## src/common/pnp_frontend_pkg.sv

```systemverilog
// Purpose: shared constants for the isa plug-and-play resource front-end
// Assumes: 12-bit isa address decode, 16-bit nonvolatile words
// Notes: record and qualifier field layout is local to this block
package pnp_frontend_pkg;
  // ----------------------------------------------------------------
  // nonvolatile memory layout
  // ----------------------------------------------------------------
  localparam int MEM_WORDS = 256;
  localparam logic [7:0] PNP_AREA_W = 8'h00; // lower half: resource data
  localparam logic [7:0] LEGACY_AREA_W = 8'h80; // upper half: legacy records
  localparam logic [7:0] LEGACY_BASE_W = 8'h84; // record of strap code zero
  localparam logic [1:0] REC_LAST = 2'h3; // four words per record
  localparam logic [4:0] STRAP_SW_WRITE = 5'h1F;
  // ----------------------------------------------------------------
  // qualifier word (record word 0) and routing word fields
  // ----------------------------------------------------------------
  localparam int QF_MODE = 0; // 1 = extended interrupt mode
  localparam int QF_QUAL_A = 1; // bits 1..3: strobe qualify per select
  localparam int QF_WAND_B = 4;
  localparam int QF_WAND_C = 5;
  localparam int QF_OD_LO = 6; // bits 6..13: open-drain per channel
  localparam int QF_WP_OFF = 15; // 0 = memory write protected
  localparam int WF_BASE_HI = 11; // words 1..3: select base in 11..0
  localparam int WF_SEL_LO = 12; // words 1,2: irq channel, word 3: dma
  // ----------------------------------------------------------------
  // isa plug-and-play ports, key and registers
  // ----------------------------------------------------------------
  localparam logic [11:0] ADDR_PORT = 12'h279;
  localparam logic [11:0] WDATA_PORT = 12'hA79;
  localparam logic [9:0] RD_PORT_SW = 10'h203;
  localparam logic [7:0] LFSR_SEED = 8'h6A;
  localparam logic [5:0] KEY_LAST = 6'h1F; // 32 key bytes
  localparam logic [7:0] EXT_KEY_BYTE = 8'h9C;
  localparam logic [7:0] REG_RD_PORT = 8'h00;
  localparam logic [7:0] REG_CFG_CTL = 8'h02;
  localparam logic [7:0] REG_ACTIVATE = 8'h30;
  localparam logic [7:0] REG_IO_HI = 8'h60;
  localparam logic [7:0] REG_IO_LO = 8'h61;
  localparam logic [7:0] REG_IRQ = 8'h70;
  localparam logic [7:0] REG_DMA = 8'h74;
  localparam int CTL_WAIT_KEY = 1;
  localparam int DMA_IRQ_CH = 6;
  localparam int IRQ_CH = 8;
  typedef enum logic [1:0] {
    ST_SAMPLE = 2'b00,
    ST_LOAD = 2'b01,
    ST_RUN = 2'b11
  } boot_st_t;
endpackage

```

## src/rtl/isa_pnp_resource_frontend.sv

```systemverilog
// Purpose: isa card front-end: selects, irq/dma routing, pnp or legacy config
// Assumes: all pins synchronous to sys_clk; pad ring supplies pull-ups
// Notes: pnp protocol is reduced to key, address/data ports and core regs
//
// What this block does
// - two modes, DMA or extended interrupt
// - DMA mode: two selects, optional wire-AND
// - DMA mode: two irqs onto six channels
// - DMA mode: each channel totem or open-drain
// - DMA mode: one drq onto two channels
// - extended mode: three selects, optional wire-AND
// - extended mode: one irq onto eight channels
// - extended mode: each channel totem or open-drain
// - select pin high at reset: pnp interface
// - select pin pulled up, open means pnp
// - pnp mode runs configuration protocol and registers
// - legacy mode ignores protocol, self-configures, except code 31
// - select low: legacy, straps sampled too
// - 31 stored records, code 31 field-programming
// - fewer connected straps still work
// - straps pulled up, open reads one
// - record is four words, loaded at start
// - memory split legacy area and pnp area
// - write protection blocks all memory writes
// - qualifier bit 15 zero protects; override
// - key plus 0x9C enters config, programming
// - field-programming read port defaults 0x203
`timescale 1ns/10ps
module isa_pnp_resource_frontend (
  input wire logic sys_clk,
  input wire logic rst_n,
  input wire logic isa_reset_drive,
  input wire logic legacy_interface_sel_n,
  input wire logic [4:0] legacy_strap,
  input wire logic [11:0] isa_addr,
  input wire logic isa_aen,
  input wire logic isa_iord_n,
  input wire logic isa_iowr_n,
  input wire logic [7:0] isa_data_in,
  output logic [7:0] isa_data_out,
  output logic isa_data_oe_n,
  input wire logic [1:0] local_irq,
  input wire logic local_drq,
  input wire logic [1:0] isa_dack_n,
  output logic local_dack_n,
  output logic [1:0] isa_drq,
  output logic [7:0] isa_irq,
  output logic [7:0] isa_irq_oe_n,
  output logic card_select_a_n,
  output logic card_select_b_n,
  output logic card_select_c_n,
  input wire logic mem_wr_en,
  input wire logic [7:0] mem_wr_addr,
  input wire logic [15:0] mem_wr_data,
  output logic pnp_interface,
  output logic config_state,
  output logic write_protected
);

  // ----------------------------------------------------------------
  // state and derived configuration
  // ----------------------------------------------------------------
  pnp_frontend_pkg::boot_st_t st_q, st_d;
  logic pnp_q, pnp_d, cfg_q, cfg_d;
  logic [4:0] strap_q, strap_d;
  logic [1:0] ld_q, ld_d;
  logic [3:0][15:0] rec_q, rec_d;
  logic [15:0] mem_q [pnp_frontend_pkg::MEM_WORDS];
  logic [7:0] rd_addr, lfsr_q, lfsr_d, padr_q, padr_d, dout_d;
  logic [5:0] kcnt_q, kcnt_d;
  logic keyok_q, keyok_d, act_q, act_d, iowr_prev_q, doe_d;
  logic [9:0] rdp_q, rdp_d;
  logic [11:0] iob_q, iob_d;
  logic [3:0] irql_q, irql_d;
  logic [2:0] dmac_q, dmac_d, cs_hit, cs_d, chan0, chan1;
  logic [2:0][11:0] cs_base;
  logic [7:0] irq_d, irqoe_d;
  logic [1:0] drq_d;
  logic sw_cfg, ext, wp, wr_stb, run_ok, dsel, mem_we, rd_hit, pcfg_d, dack_d;

  assign sw_cfg = !pnp_q && strap_q == pnp_frontend_pkg::STRAP_SW_WRITE;
  assign ext = rec_q[0][pnp_frontend_pkg::QF_MODE];
  // the field-programming config forces protection off
  assign wp = !rec_q[0][pnp_frontend_pkg::QF_WP_OFF] && !sw_cfg;
  assign mem_we = mem_wr_en && config_state && !wp;
  // isa data is valid at the trailing edge of the write strobe
  assign wr_stb = isa_iowr_n && !iowr_prev_q && !isa_aen;
  assign run_ok = st_q == pnp_frontend_pkg::ST_RUN && cfg_q && (!pnp_q || act_q);
  assign chan0 = pnp_q ? irql_q[2:0] : rec_q[1][pnp_frontend_pkg::WF_SEL_LO +: 3];
  assign chan1 = rec_q[2][pnp_frontend_pkg::WF_SEL_LO +: 3];
  assign dsel = pnp_q ? dmac_q[0] : rec_q[3][pnp_frontend_pkg::WF_SEL_LO];
  // record of strap code s sits at 0x84 + 4*s in the legacy area
  assign rd_addr = (pnp_q ? pnp_frontend_pkg::PNP_AREA_W
                   : pnp_frontend_pkg::LEGACY_BASE_W + {1'b0, strap_q, 2'b00})
                   + {6'h00, ld_q};

  // ----------------------------------------------------------------
  // nonvolatile store
  // ----------------------------------------------------------------
  // data array, no reset: contents survive isa resets
  always_ff @(posedge sys_clk) begin
    if (mem_we) begin
      mem_q[mem_wr_addr] <= mem_wr_data;
    end
  end

  // ----------------------------------------------------------------
  // boot: sample pins, load record
  // ----------------------------------------------------------------
  // sampling once after release keeps later strap moves harmless
  always_comb begin
    st_d = st_q;
    pnp_d = pnp_q;
    strap_d = strap_q;
    ld_d = ld_q;
    rec_d = rec_q;
    cfg_d = cfg_q;
    if (isa_reset_drive) begin
      st_d = pnp_frontend_pkg::ST_SAMPLE;
      cfg_d = 1'b0;
    end else begin
      unique case (st_q)
        pnp_frontend_pkg::ST_SAMPLE: begin
          // open pins read one through the pad pull-ups
          pnp_d = legacy_interface_sel_n;
          strap_d = legacy_strap;
          ld_d = 2'h0;
          rec_d = '0;
          st_d = pnp_frontend_pkg::ST_LOAD;
        end
        pnp_frontend_pkg::ST_LOAD: begin
          if (sw_cfg) begin
            st_d = pnp_frontend_pkg::ST_RUN; // no stored record for code 31
          end else begin
            rec_d[ld_q] = mem_q[rd_addr];
            ld_d = ld_q + 2'h1;
            if (ld_q == pnp_frontend_pkg::REC_LAST) begin
              cfg_d = 1'b1;
              st_d = pnp_frontend_pkg::ST_RUN;
            end
          end
        end
        pnp_frontend_pkg::ST_RUN: begin
          st_d = pnp_frontend_pkg::ST_RUN;
        end
      endcase
    end
  end

  always_ff @(posedge sys_clk or negedge rst_n) begin
    if (!rst_n) begin
      st_q <= pnp_frontend_pkg::ST_SAMPLE;
      pnp_q <= 1'b1;
      strap_q <= '0;
      ld_q <= '0;
      rec_q <= '0;
      cfg_q <= 1'b0;
    end else begin
      st_q <= st_d;
      pnp_q <= pnp_d;
      strap_q <= strap_d;
      ld_q <= ld_d;
      rec_q <= rec_d;
      cfg_q <= cfg_d;
    end
  end

  // ----------------------------------------------------------------
  // plug-and-play key and registers
  // ----------------------------------------------------------------
  // no isolation sequence: one card assumed on the bus
  always_comb begin
    lfsr_d = lfsr_q;
    kcnt_d = kcnt_q;
    keyok_d = keyok_q;
    pcfg_d = config_state;
    padr_d = padr_q;
    rdp_d = rdp_q;
    act_d = act_q;
    iob_d = iob_q;
    irql_d = irql_q;
    dmac_d = dmac_q;
    if (isa_reset_drive) begin
      lfsr_d = pnp_frontend_pkg::LFSR_SEED;
      kcnt_d = '0;
      keyok_d = 1'b0;
      pcfg_d = 1'b0;
      rdp_d = '0;
      act_d = 1'b0;
    end else if (wr_stb && st_q == pnp_frontend_pkg::ST_RUN && (pnp_q || sw_cfg)) begin
      if (isa_addr == pnp_frontend_pkg::ADDR_PORT) begin
        padr_d = isa_data_in;
        if (!config_state && keyok_q) begin
          keyok_d = 1'b0;
          pcfg_d = isa_data_in == pnp_frontend_pkg::EXT_KEY_BYTE;
          rdp_d = pnp_frontend_pkg::RD_PORT_SW;
        end else if (!config_state && isa_data_in == lfsr_q) begin
          lfsr_d = {lfsr_q[1] ^ lfsr_q[0], lfsr_q[7:1]};
          kcnt_d = kcnt_q + 6'h01;
          if (kcnt_q == pnp_frontend_pkg::KEY_LAST) begin
            keyok_d = sw_cfg; // field programming wants one more byte
            pcfg_d = !sw_cfg;
            lfsr_d = pnp_frontend_pkg::LFSR_SEED;
            kcnt_d = '0;
          end
        end else if (!config_state) begin
          lfsr_d = pnp_frontend_pkg::LFSR_SEED;
          kcnt_d = '0;
        end
      end else if (isa_addr == pnp_frontend_pkg::WDATA_PORT && config_state) begin
        unique case (padr_q)
          pnp_frontend_pkg::REG_RD_PORT: rdp_d = {isa_data_in, 2'b11};
          pnp_frontend_pkg::REG_CFG_CTL: pcfg_d = !isa_data_in[pnp_frontend_pkg::CTL_WAIT_KEY];
          pnp_frontend_pkg::REG_ACTIVATE: act_d = isa_data_in[0];
          pnp_frontend_pkg::REG_IO_HI: iob_d[11:8] = isa_data_in[3:0];
          pnp_frontend_pkg::REG_IO_LO: iob_d[7:0] = isa_data_in;
          pnp_frontend_pkg::REG_IRQ: irql_d = isa_data_in[3:0];
          pnp_frontend_pkg::REG_DMA: dmac_d = isa_data_in[2:0];
          default: ;
        endcase
      end
    end
  end

  always_ff @(posedge sys_clk or negedge rst_n) begin
    if (!rst_n) begin
      lfsr_q <= pnp_frontend_pkg::LFSR_SEED;
      kcnt_q <= '0;
      keyok_q <= 1'b0;
      config_state <= 1'b0;
      padr_q <= '0;
      rdp_q <= '0;
      act_q <= 1'b0;
      iob_q <= '0;
      irql_q <= '0;
      dmac_q <= '0;
      iowr_prev_q <= 1'b1;
    end else begin
      lfsr_q <= lfsr_d;
      kcnt_q <= kcnt_d;
      keyok_q <= keyok_d;
      config_state <= pcfg_d;
      padr_q <= padr_d;
      rdp_q <= rdp_d;
      act_q <= act_d;
      iob_q <= iob_d;
      irql_q <= irql_d;
      dmac_q <= dmac_d;
      iowr_prev_q <= isa_iowr_n;
    end
  end

  // ----------------------------------------------------------------
  // decode and routing
  // ----------------------------------------------------------------
  assign cs_base[0] = pnp_q ? iob_q : rec_q[1][pnp_frontend_pkg::WF_BASE_HI:0];
  assign cs_base[1] = rec_q[2][pnp_frontend_pkg::WF_BASE_HI:0];
  assign cs_base[2] = rec_q[3][pnp_frontend_pkg::WF_BASE_HI:0];

  // select c exists only in extended mode
  for (genvar i = 0; i < 3; i++) begin : g_cs
    assign cs_hit[i] = run_ok && (i < 2 || ext) && !isa_aen && isa_addr == cs_base[i]
                       && (!rec_q[0][pnp_frontend_pkg::QF_QUAL_A + i]
                           || !isa_iord_n || !isa_iowr_n);
  end

  // open-drain only pulls low while asserted, so the line can be shared
  for (genvar ch = 0; ch < pnp_frontend_pkg::IRQ_CH; ch++) begin : g_irq
    logic own, req, od;
    assign od = rec_q[0][pnp_frontend_pkg::QF_OD_LO + ch];
    assign own = run_ok && (ext ? chan0 == 3'(ch)
                 : ch < pnp_frontend_pkg::DMA_IRQ_CH && (chan0 == 3'(ch) || chan1 == 3'(ch)));
    assign req = (chan0 == 3'(ch) && local_irq[0])
                 || (!ext && chan1 == 3'(ch) && local_irq[1]);
    assign irq_d[ch] = od ? 1'b0 : own && req;
    assign irqoe_d[ch] = !(own && (!od || req));
  end

  assign rd_hit = !isa_iord_n && !isa_aen && config_state && rdp_q != '0
                  && isa_addr == {2'b00, rdp_q};
  always_comb begin
    dout_d = 8'h00;
    unique case (padr_q)
      pnp_frontend_pkg::REG_RD_PORT: dout_d = rdp_q[9:2];
      pnp_frontend_pkg::REG_ACTIVATE: dout_d = {7'h00, act_q};
      pnp_frontend_pkg::REG_IO_HI: dout_d = {4'h0, iob_q[11:8]};
      pnp_frontend_pkg::REG_IO_LO: dout_d = iob_q[7:0];
      pnp_frontend_pkg::REG_IRQ: dout_d = {4'h0, irql_q};
      pnp_frontend_pkg::REG_DMA: dout_d = {5'h00, dmac_q};
      default: dout_d = 8'h00;
    endcase
    doe_d = !rd_hit;
    // wire-AND: select a also falls when b or c is chosen to join it
    cs_d[0] = !(cs_hit[0] || (rec_q[0][pnp_frontend_pkg::QF_WAND_B] && cs_hit[1])
                || (rec_q[0][pnp_frontend_pkg::QF_WAND_C] && cs_hit[2]));
    cs_d[1] = !cs_hit[1];
    cs_d[2] = !cs_hit[2];
    drq_d[0] = run_ok && !ext && !dsel && local_drq;
    drq_d[1] = run_ok && !ext && dsel && local_drq;
    dack_d = !(run_ok && !ext && !isa_dack_n[dsel]);
  end

  // outputs registered: costs one 5 ns cycle of the 20 ns budget
  always_ff @(posedge sys_clk or negedge rst_n) begin
    if (!rst_n) begin
      card_select_a_n <= 1'b1;
      card_select_b_n <= 1'b1;
      card_select_c_n <= 1'b1;
      isa_irq <= '0;
      isa_irq_oe_n <= '1;
      isa_drq <= '0;
      local_dack_n <= 1'b1;
      isa_data_out <= '0;
      isa_data_oe_n <= 1'b1;
      pnp_interface <= 1'b1;
      write_protected <= 1'b1;
    end else begin
      card_select_a_n <= cs_d[0];
      card_select_b_n <= cs_d[1];
      card_select_c_n <= cs_d[2];
      isa_irq <= irq_d;
      isa_irq_oe_n <= irqoe_d;
      isa_drq <= drq_d;
      local_dack_n <= dack_d;
      isa_data_out <= dout_d;
      isa_data_oe_n <= doe_d;
      pnp_interface <= pnp_q;
      write_protected <= wp;
    end
  end
endmodule // isa_pnp_resource_frontend

```

## config.mk

```make
export PLATFORM = sky130hd
export DESIGN_NAME = isa_pnp_resource_frontend
export DESIGN_NICKNAME = d
export VERILOG_FILES = /design/src/common/pnp_frontend_pkg.sv /design/src/rtl/isa_pnp_resource_frontend.sv
export SDC_FILE = /design/constraint.sdc
export NUM_CORES = 2
export LEC_CHECK = 0
export BUFFER_PORTS_ARGS = -buffer_cell sky130_fd_sc_hd__buf_4
export CORE_ASPECT_RATIO = 1.25
export CORE_MARGIN = 2
export CORE_UTILIZATION = 40
export DETAILED_ROUTE_END_ITERATION = 7
export PLACE_DENSITY = 0.53
export RECOVER_POWER = 25
export SYNTH_ARGS = -nofsm -noshare
export SYNTH_HDL_FRONTEND = slang
export SYNTH_SLANG_ARGS = --single-unit
```

## constraint.sdc

```tcl
create_clock -name sys_clk -period 3.56 [get_ports sys_clk]
set_input_delay 0.712 -clock sys_clk [delete_from_list [all_inputs] [get_ports sys_clk]]
set_output_delay 0.712 -clock sys_clk [all_outputs]
set_load 0.03 [all_outputs]
```

==> reports/qor.yml <==
status: "finished with violations"
failed_checks: "capacitance limit, slew limit, setup timing"
worstRegToRegCells: 10
rows: 262
grt_pass1_vias: 89220
first_pass_iters: 6
netlist_area_mm2: 0.1634
path_max_fanout: 6
hold_slack_ps: 82.11
ant_nets: 0
critPathMaxStageDelay_ps: 610
grt_use_total_pct: 24.12
clk_latency_ps: 1030
totalWireLength_um: 514400
die_h_um: 718.5
ys_seq_area_share_pct: 76.51
clock_path_buffers: 4
worst-path-buf-inv: 4
yosysTopAreaCellShare_pct: 74.11
synth-async-reset-ratio_pct: 3.725
reg2reg_from: "ld_q[0]"
cts-root-buf: "clkbuf_16"
multi_input_area_mm2: 0.03698
coreArea_mm2: 0.4071
cts_tree: "yes"
cp_common_cell: "buf_16"
hold_end: "card_select_b_n"
criticalPathCategory: "flop to flop"
grt_max_degree: 99
regArea_mm2: 0.1250
drive_gt1_share_pct: 27.35
slew_headroom_pct: -134.1
final_max_slew_viol_count: 1597
hold_start: "isa_aen"
gr-total-overflow: 0
netlist_instances: 8446
final_common_cell: "edfxtp_1"
power_mw: 119.5
cap_violations: 22
clock_skew_ps: 91.70
htreeDepth: 5
worst_slew_pin_slew_ps: 3512
crit_path_cell_trace: "buf_12 > buf_16 > buf_16 > mux4_2 > a22oi_2 > o211ai_1 > o21ai_2 > nand4_1 > buf_4 > a221o_1"
place_hpwl_um: 324200
vias: 89470
fillers: 33640
drcViolationCount: 0
synth_area_leaders: "edfxtp_1 74%, mux4_2 8.7%, mux2i_1 4.2%, dfrtp_1 2.1%, a22oi_1 1.5%"
vias_per_cell: 5.823
io_pins: 96
ys_warn_count: 0
synth_nets: 8515
cts_made_buffers: 416
tns_ps: -879.2
synth_top_cell_by_area: "edfxtp_1"
grt_pass1_wl_um: 705500
cpLargestDelayFamily: "compound AO/OA/AOI/OAI gates"
synth_flop_cell: "edfxtp_1"
whs_path_depth: 3
fin_util_pct: 48.49
setup_viol: 9
ir_worst_vdd_mv: 0.4296
p_leak_nw: 63.44
port-buffer-count: 95
synth.distinct_cells: 86
dp_worst_setup_slack_ps: -976.8
drt_iter0_drc: 10650
layout_setup_ws_ps: -198.5
layout.cells.non_filler: 15370
nets: 9655
crit_slowest_cell: "nand4_1"
synth-edff-count: 4032
antenna_found_initial: 37
hp-class: "input pin to flop"
critPathRequiredTime_ps: 4470
syn_area_per_cell_um2: 19.34
max_freq_mhz: 266.1
final_cell_area_mm2: 0.1974
dp.cells: 14380
worstPathArrival_ps: 4670
regToRegSetupSlack_ps: -200
die_w_um: 575.6
powerDensity_mw_per_mm2: 605.2
path_clk_slew_ps: 60
rsz0062_at_grt: "yes"
clock-sinks: 4188
fp.dieArea_mm2: 0.4136
post_drt_wl_per_cell_um: 33.48
placed_area_mm2: 0.1809
routabilityCongestion: 0.8771
cp-start-kind: "flop"
start_util_pct: 40.13
ys_ff_latch: 4188
hold_viol_final: 0
period_needed_ps: 3759
post-route-period-util_pct: 105.6
endpoint_kind: "flop"
layout_common_cells: "4032 x edfxtp_1, 709 x buf_4, 691 x mux2i_1, 630 x mux4_2, 458 x nand2_1"
r2r-end: "cs_base[18]"
syn2layout_area_growth_pct: 20.84
[flip-flops by register name, indices dropped and copies added, names as in the netlist, 3 cells and up]
register      count
dmac_q            3
isa_data_out      8
irql_q            4
g_irq.od          8
mem_q          4032
isa_irq           8
chan1             3
rec_q            22
isa_irq_oe_n      8
strap_q           5
padr_q            8
kcnt_q            6
lfsr_q            8
cs_base          24
rdp_q             9
iob_q            12
[logic make-up (layout without fill, tap and decap cells)]
group,count (synthesis),in the layout,synth area share (%)
DFF,4188,4188,76.51
muxes,1365,1365,13.22
and+or+nand+nor,1199,1199,3.299
AOI/OAI and AO/OA,1095,1095,4.952
buffers and inverters,537,2020,1.666
xor gates and xnor gates,55,55,0.2994
adders and majority gates,7,7,0.05360
other,0,24,0
[final cells by class]
class | count | area share (%)
antenna | 24 | 0.03042
clock buffer | 516 | 5.591
clock inverter | 245 | 1.217
inverter | 25 | 0.04753
multi-input combinational | 3721 | 18.73
sequential | 4188 | 63.32
tap | 5412 | 3.430
timing repair buffer | 1234 | 7.628
[power by group]
part / leakage [nW] / internal (mW) / switching (mW)
Sequential: 38.3 / 54.2 / 0.334
Clock: 6.56 / 24.9 / 19.0
Combinational: 18.6 / 8.26 / 12.8
Total: 63.4 / 87.3 / 32.1
[how the worst max path moves through the flow]
stage / to / depth (start not counted) / slack (ps) / start
6_report: cs_base[18] / 10 / -200 / ld_q[0]
5_1_grt: cs_base[18] / 11 / -80 / ld_q[0]
4_1_cts: cs_base[30] / 12 / -100 / ld_q[0]
3_5_place_dp: rec_q[17] / 12 / -980 / strap_q[0]
3_3_place_gp: rec_q[23] / 12 / -950 / strap_q[0]
2_1_floorplan: mem_q[187][0] / 10 / 270 / pnp_q
[what timing repair did]
| action | 4_1_cts | 5_1_grt |
|---|---|---|
| hold endpoints to repair | 78 | 0 |
| buffers inserted | 56 | 101 |
| gates cloned | 7 | 24 |
| hold buffers | 18 | 0 |
| pin swaps | 25 | 45 |
| setup endpoints to repair | 2054 | 63 |
| gates resized for setup | 118 | 126 |
[metal layers]
metal  part of all wire, %  GRT usage (%)  vias up
met5                 0.020              0        -
met4                   4.1          8.640       16
met3                   7.2          3.259      764
met2                    49          40.09     3757
met1                    40          32.54    47860
li1                      -              -    37070
[worst min-delay path, cell delays in order]
cell     delay, ps
buf_4          130
nor2b_1         80
nand3_1        140
[Yosys cell counts, types with 6 or more instances]
| library cell | count |
|---|---|
| ha_1 | 7 |
| buf_4 | 80 |
| a21o_1 | 6 |
| a22o_1 | 75 |
| inv_1 | 24 |
| nor2b_1 | 13 |
| o21ai_0 | 109 |
| nor3_1 | 48 |
| nand2b_1 | 8 |
| a2111o_1 | 35 |
| nand3_1 | 177 |
| a21oi_1 | 87 |
| a221oi_1 | 54 |
| a22oi_1 | 318 |
| xor2_1 | 21 |
| and3_1 | 27 |
| buf_6 | 20 |
| o22ai_1 | 39 |
| a32oi_1 | 29 |
| mux2_2 | 43 |
| dfrtp_1 | 135 |
| nand4_1 | 52 |
| a32o_1 | 12 |
| mux2i_1 | 692 |
| o21a_1 | 63 |
| a221o_1 | 14 |
| o31ai_1 | 9 |
| a211oi_1 | 66 |
| dfstp_2 | 21 |
| nand2_1 | 469 |
| xnor2_1 | 33 |
| buf_1 | 31 |
| buf_2 | 199 |
| a2111oi_0 | 8 |
| nor4_1 | 17 |
| o221ai_1 | 47 |
| nor4_2 | 11 |
| nor2_1 | 327 |
| o21ai_1 | 20 |
| a31oi_1 | 48 |
| o211ai_1 | 25 |
| clkbuf_1 | 179 |
| edfxtp_1 | 4032 |
| mux4_2 | 630 |
No activity file was read; power rests on OpenSTA's default activity.
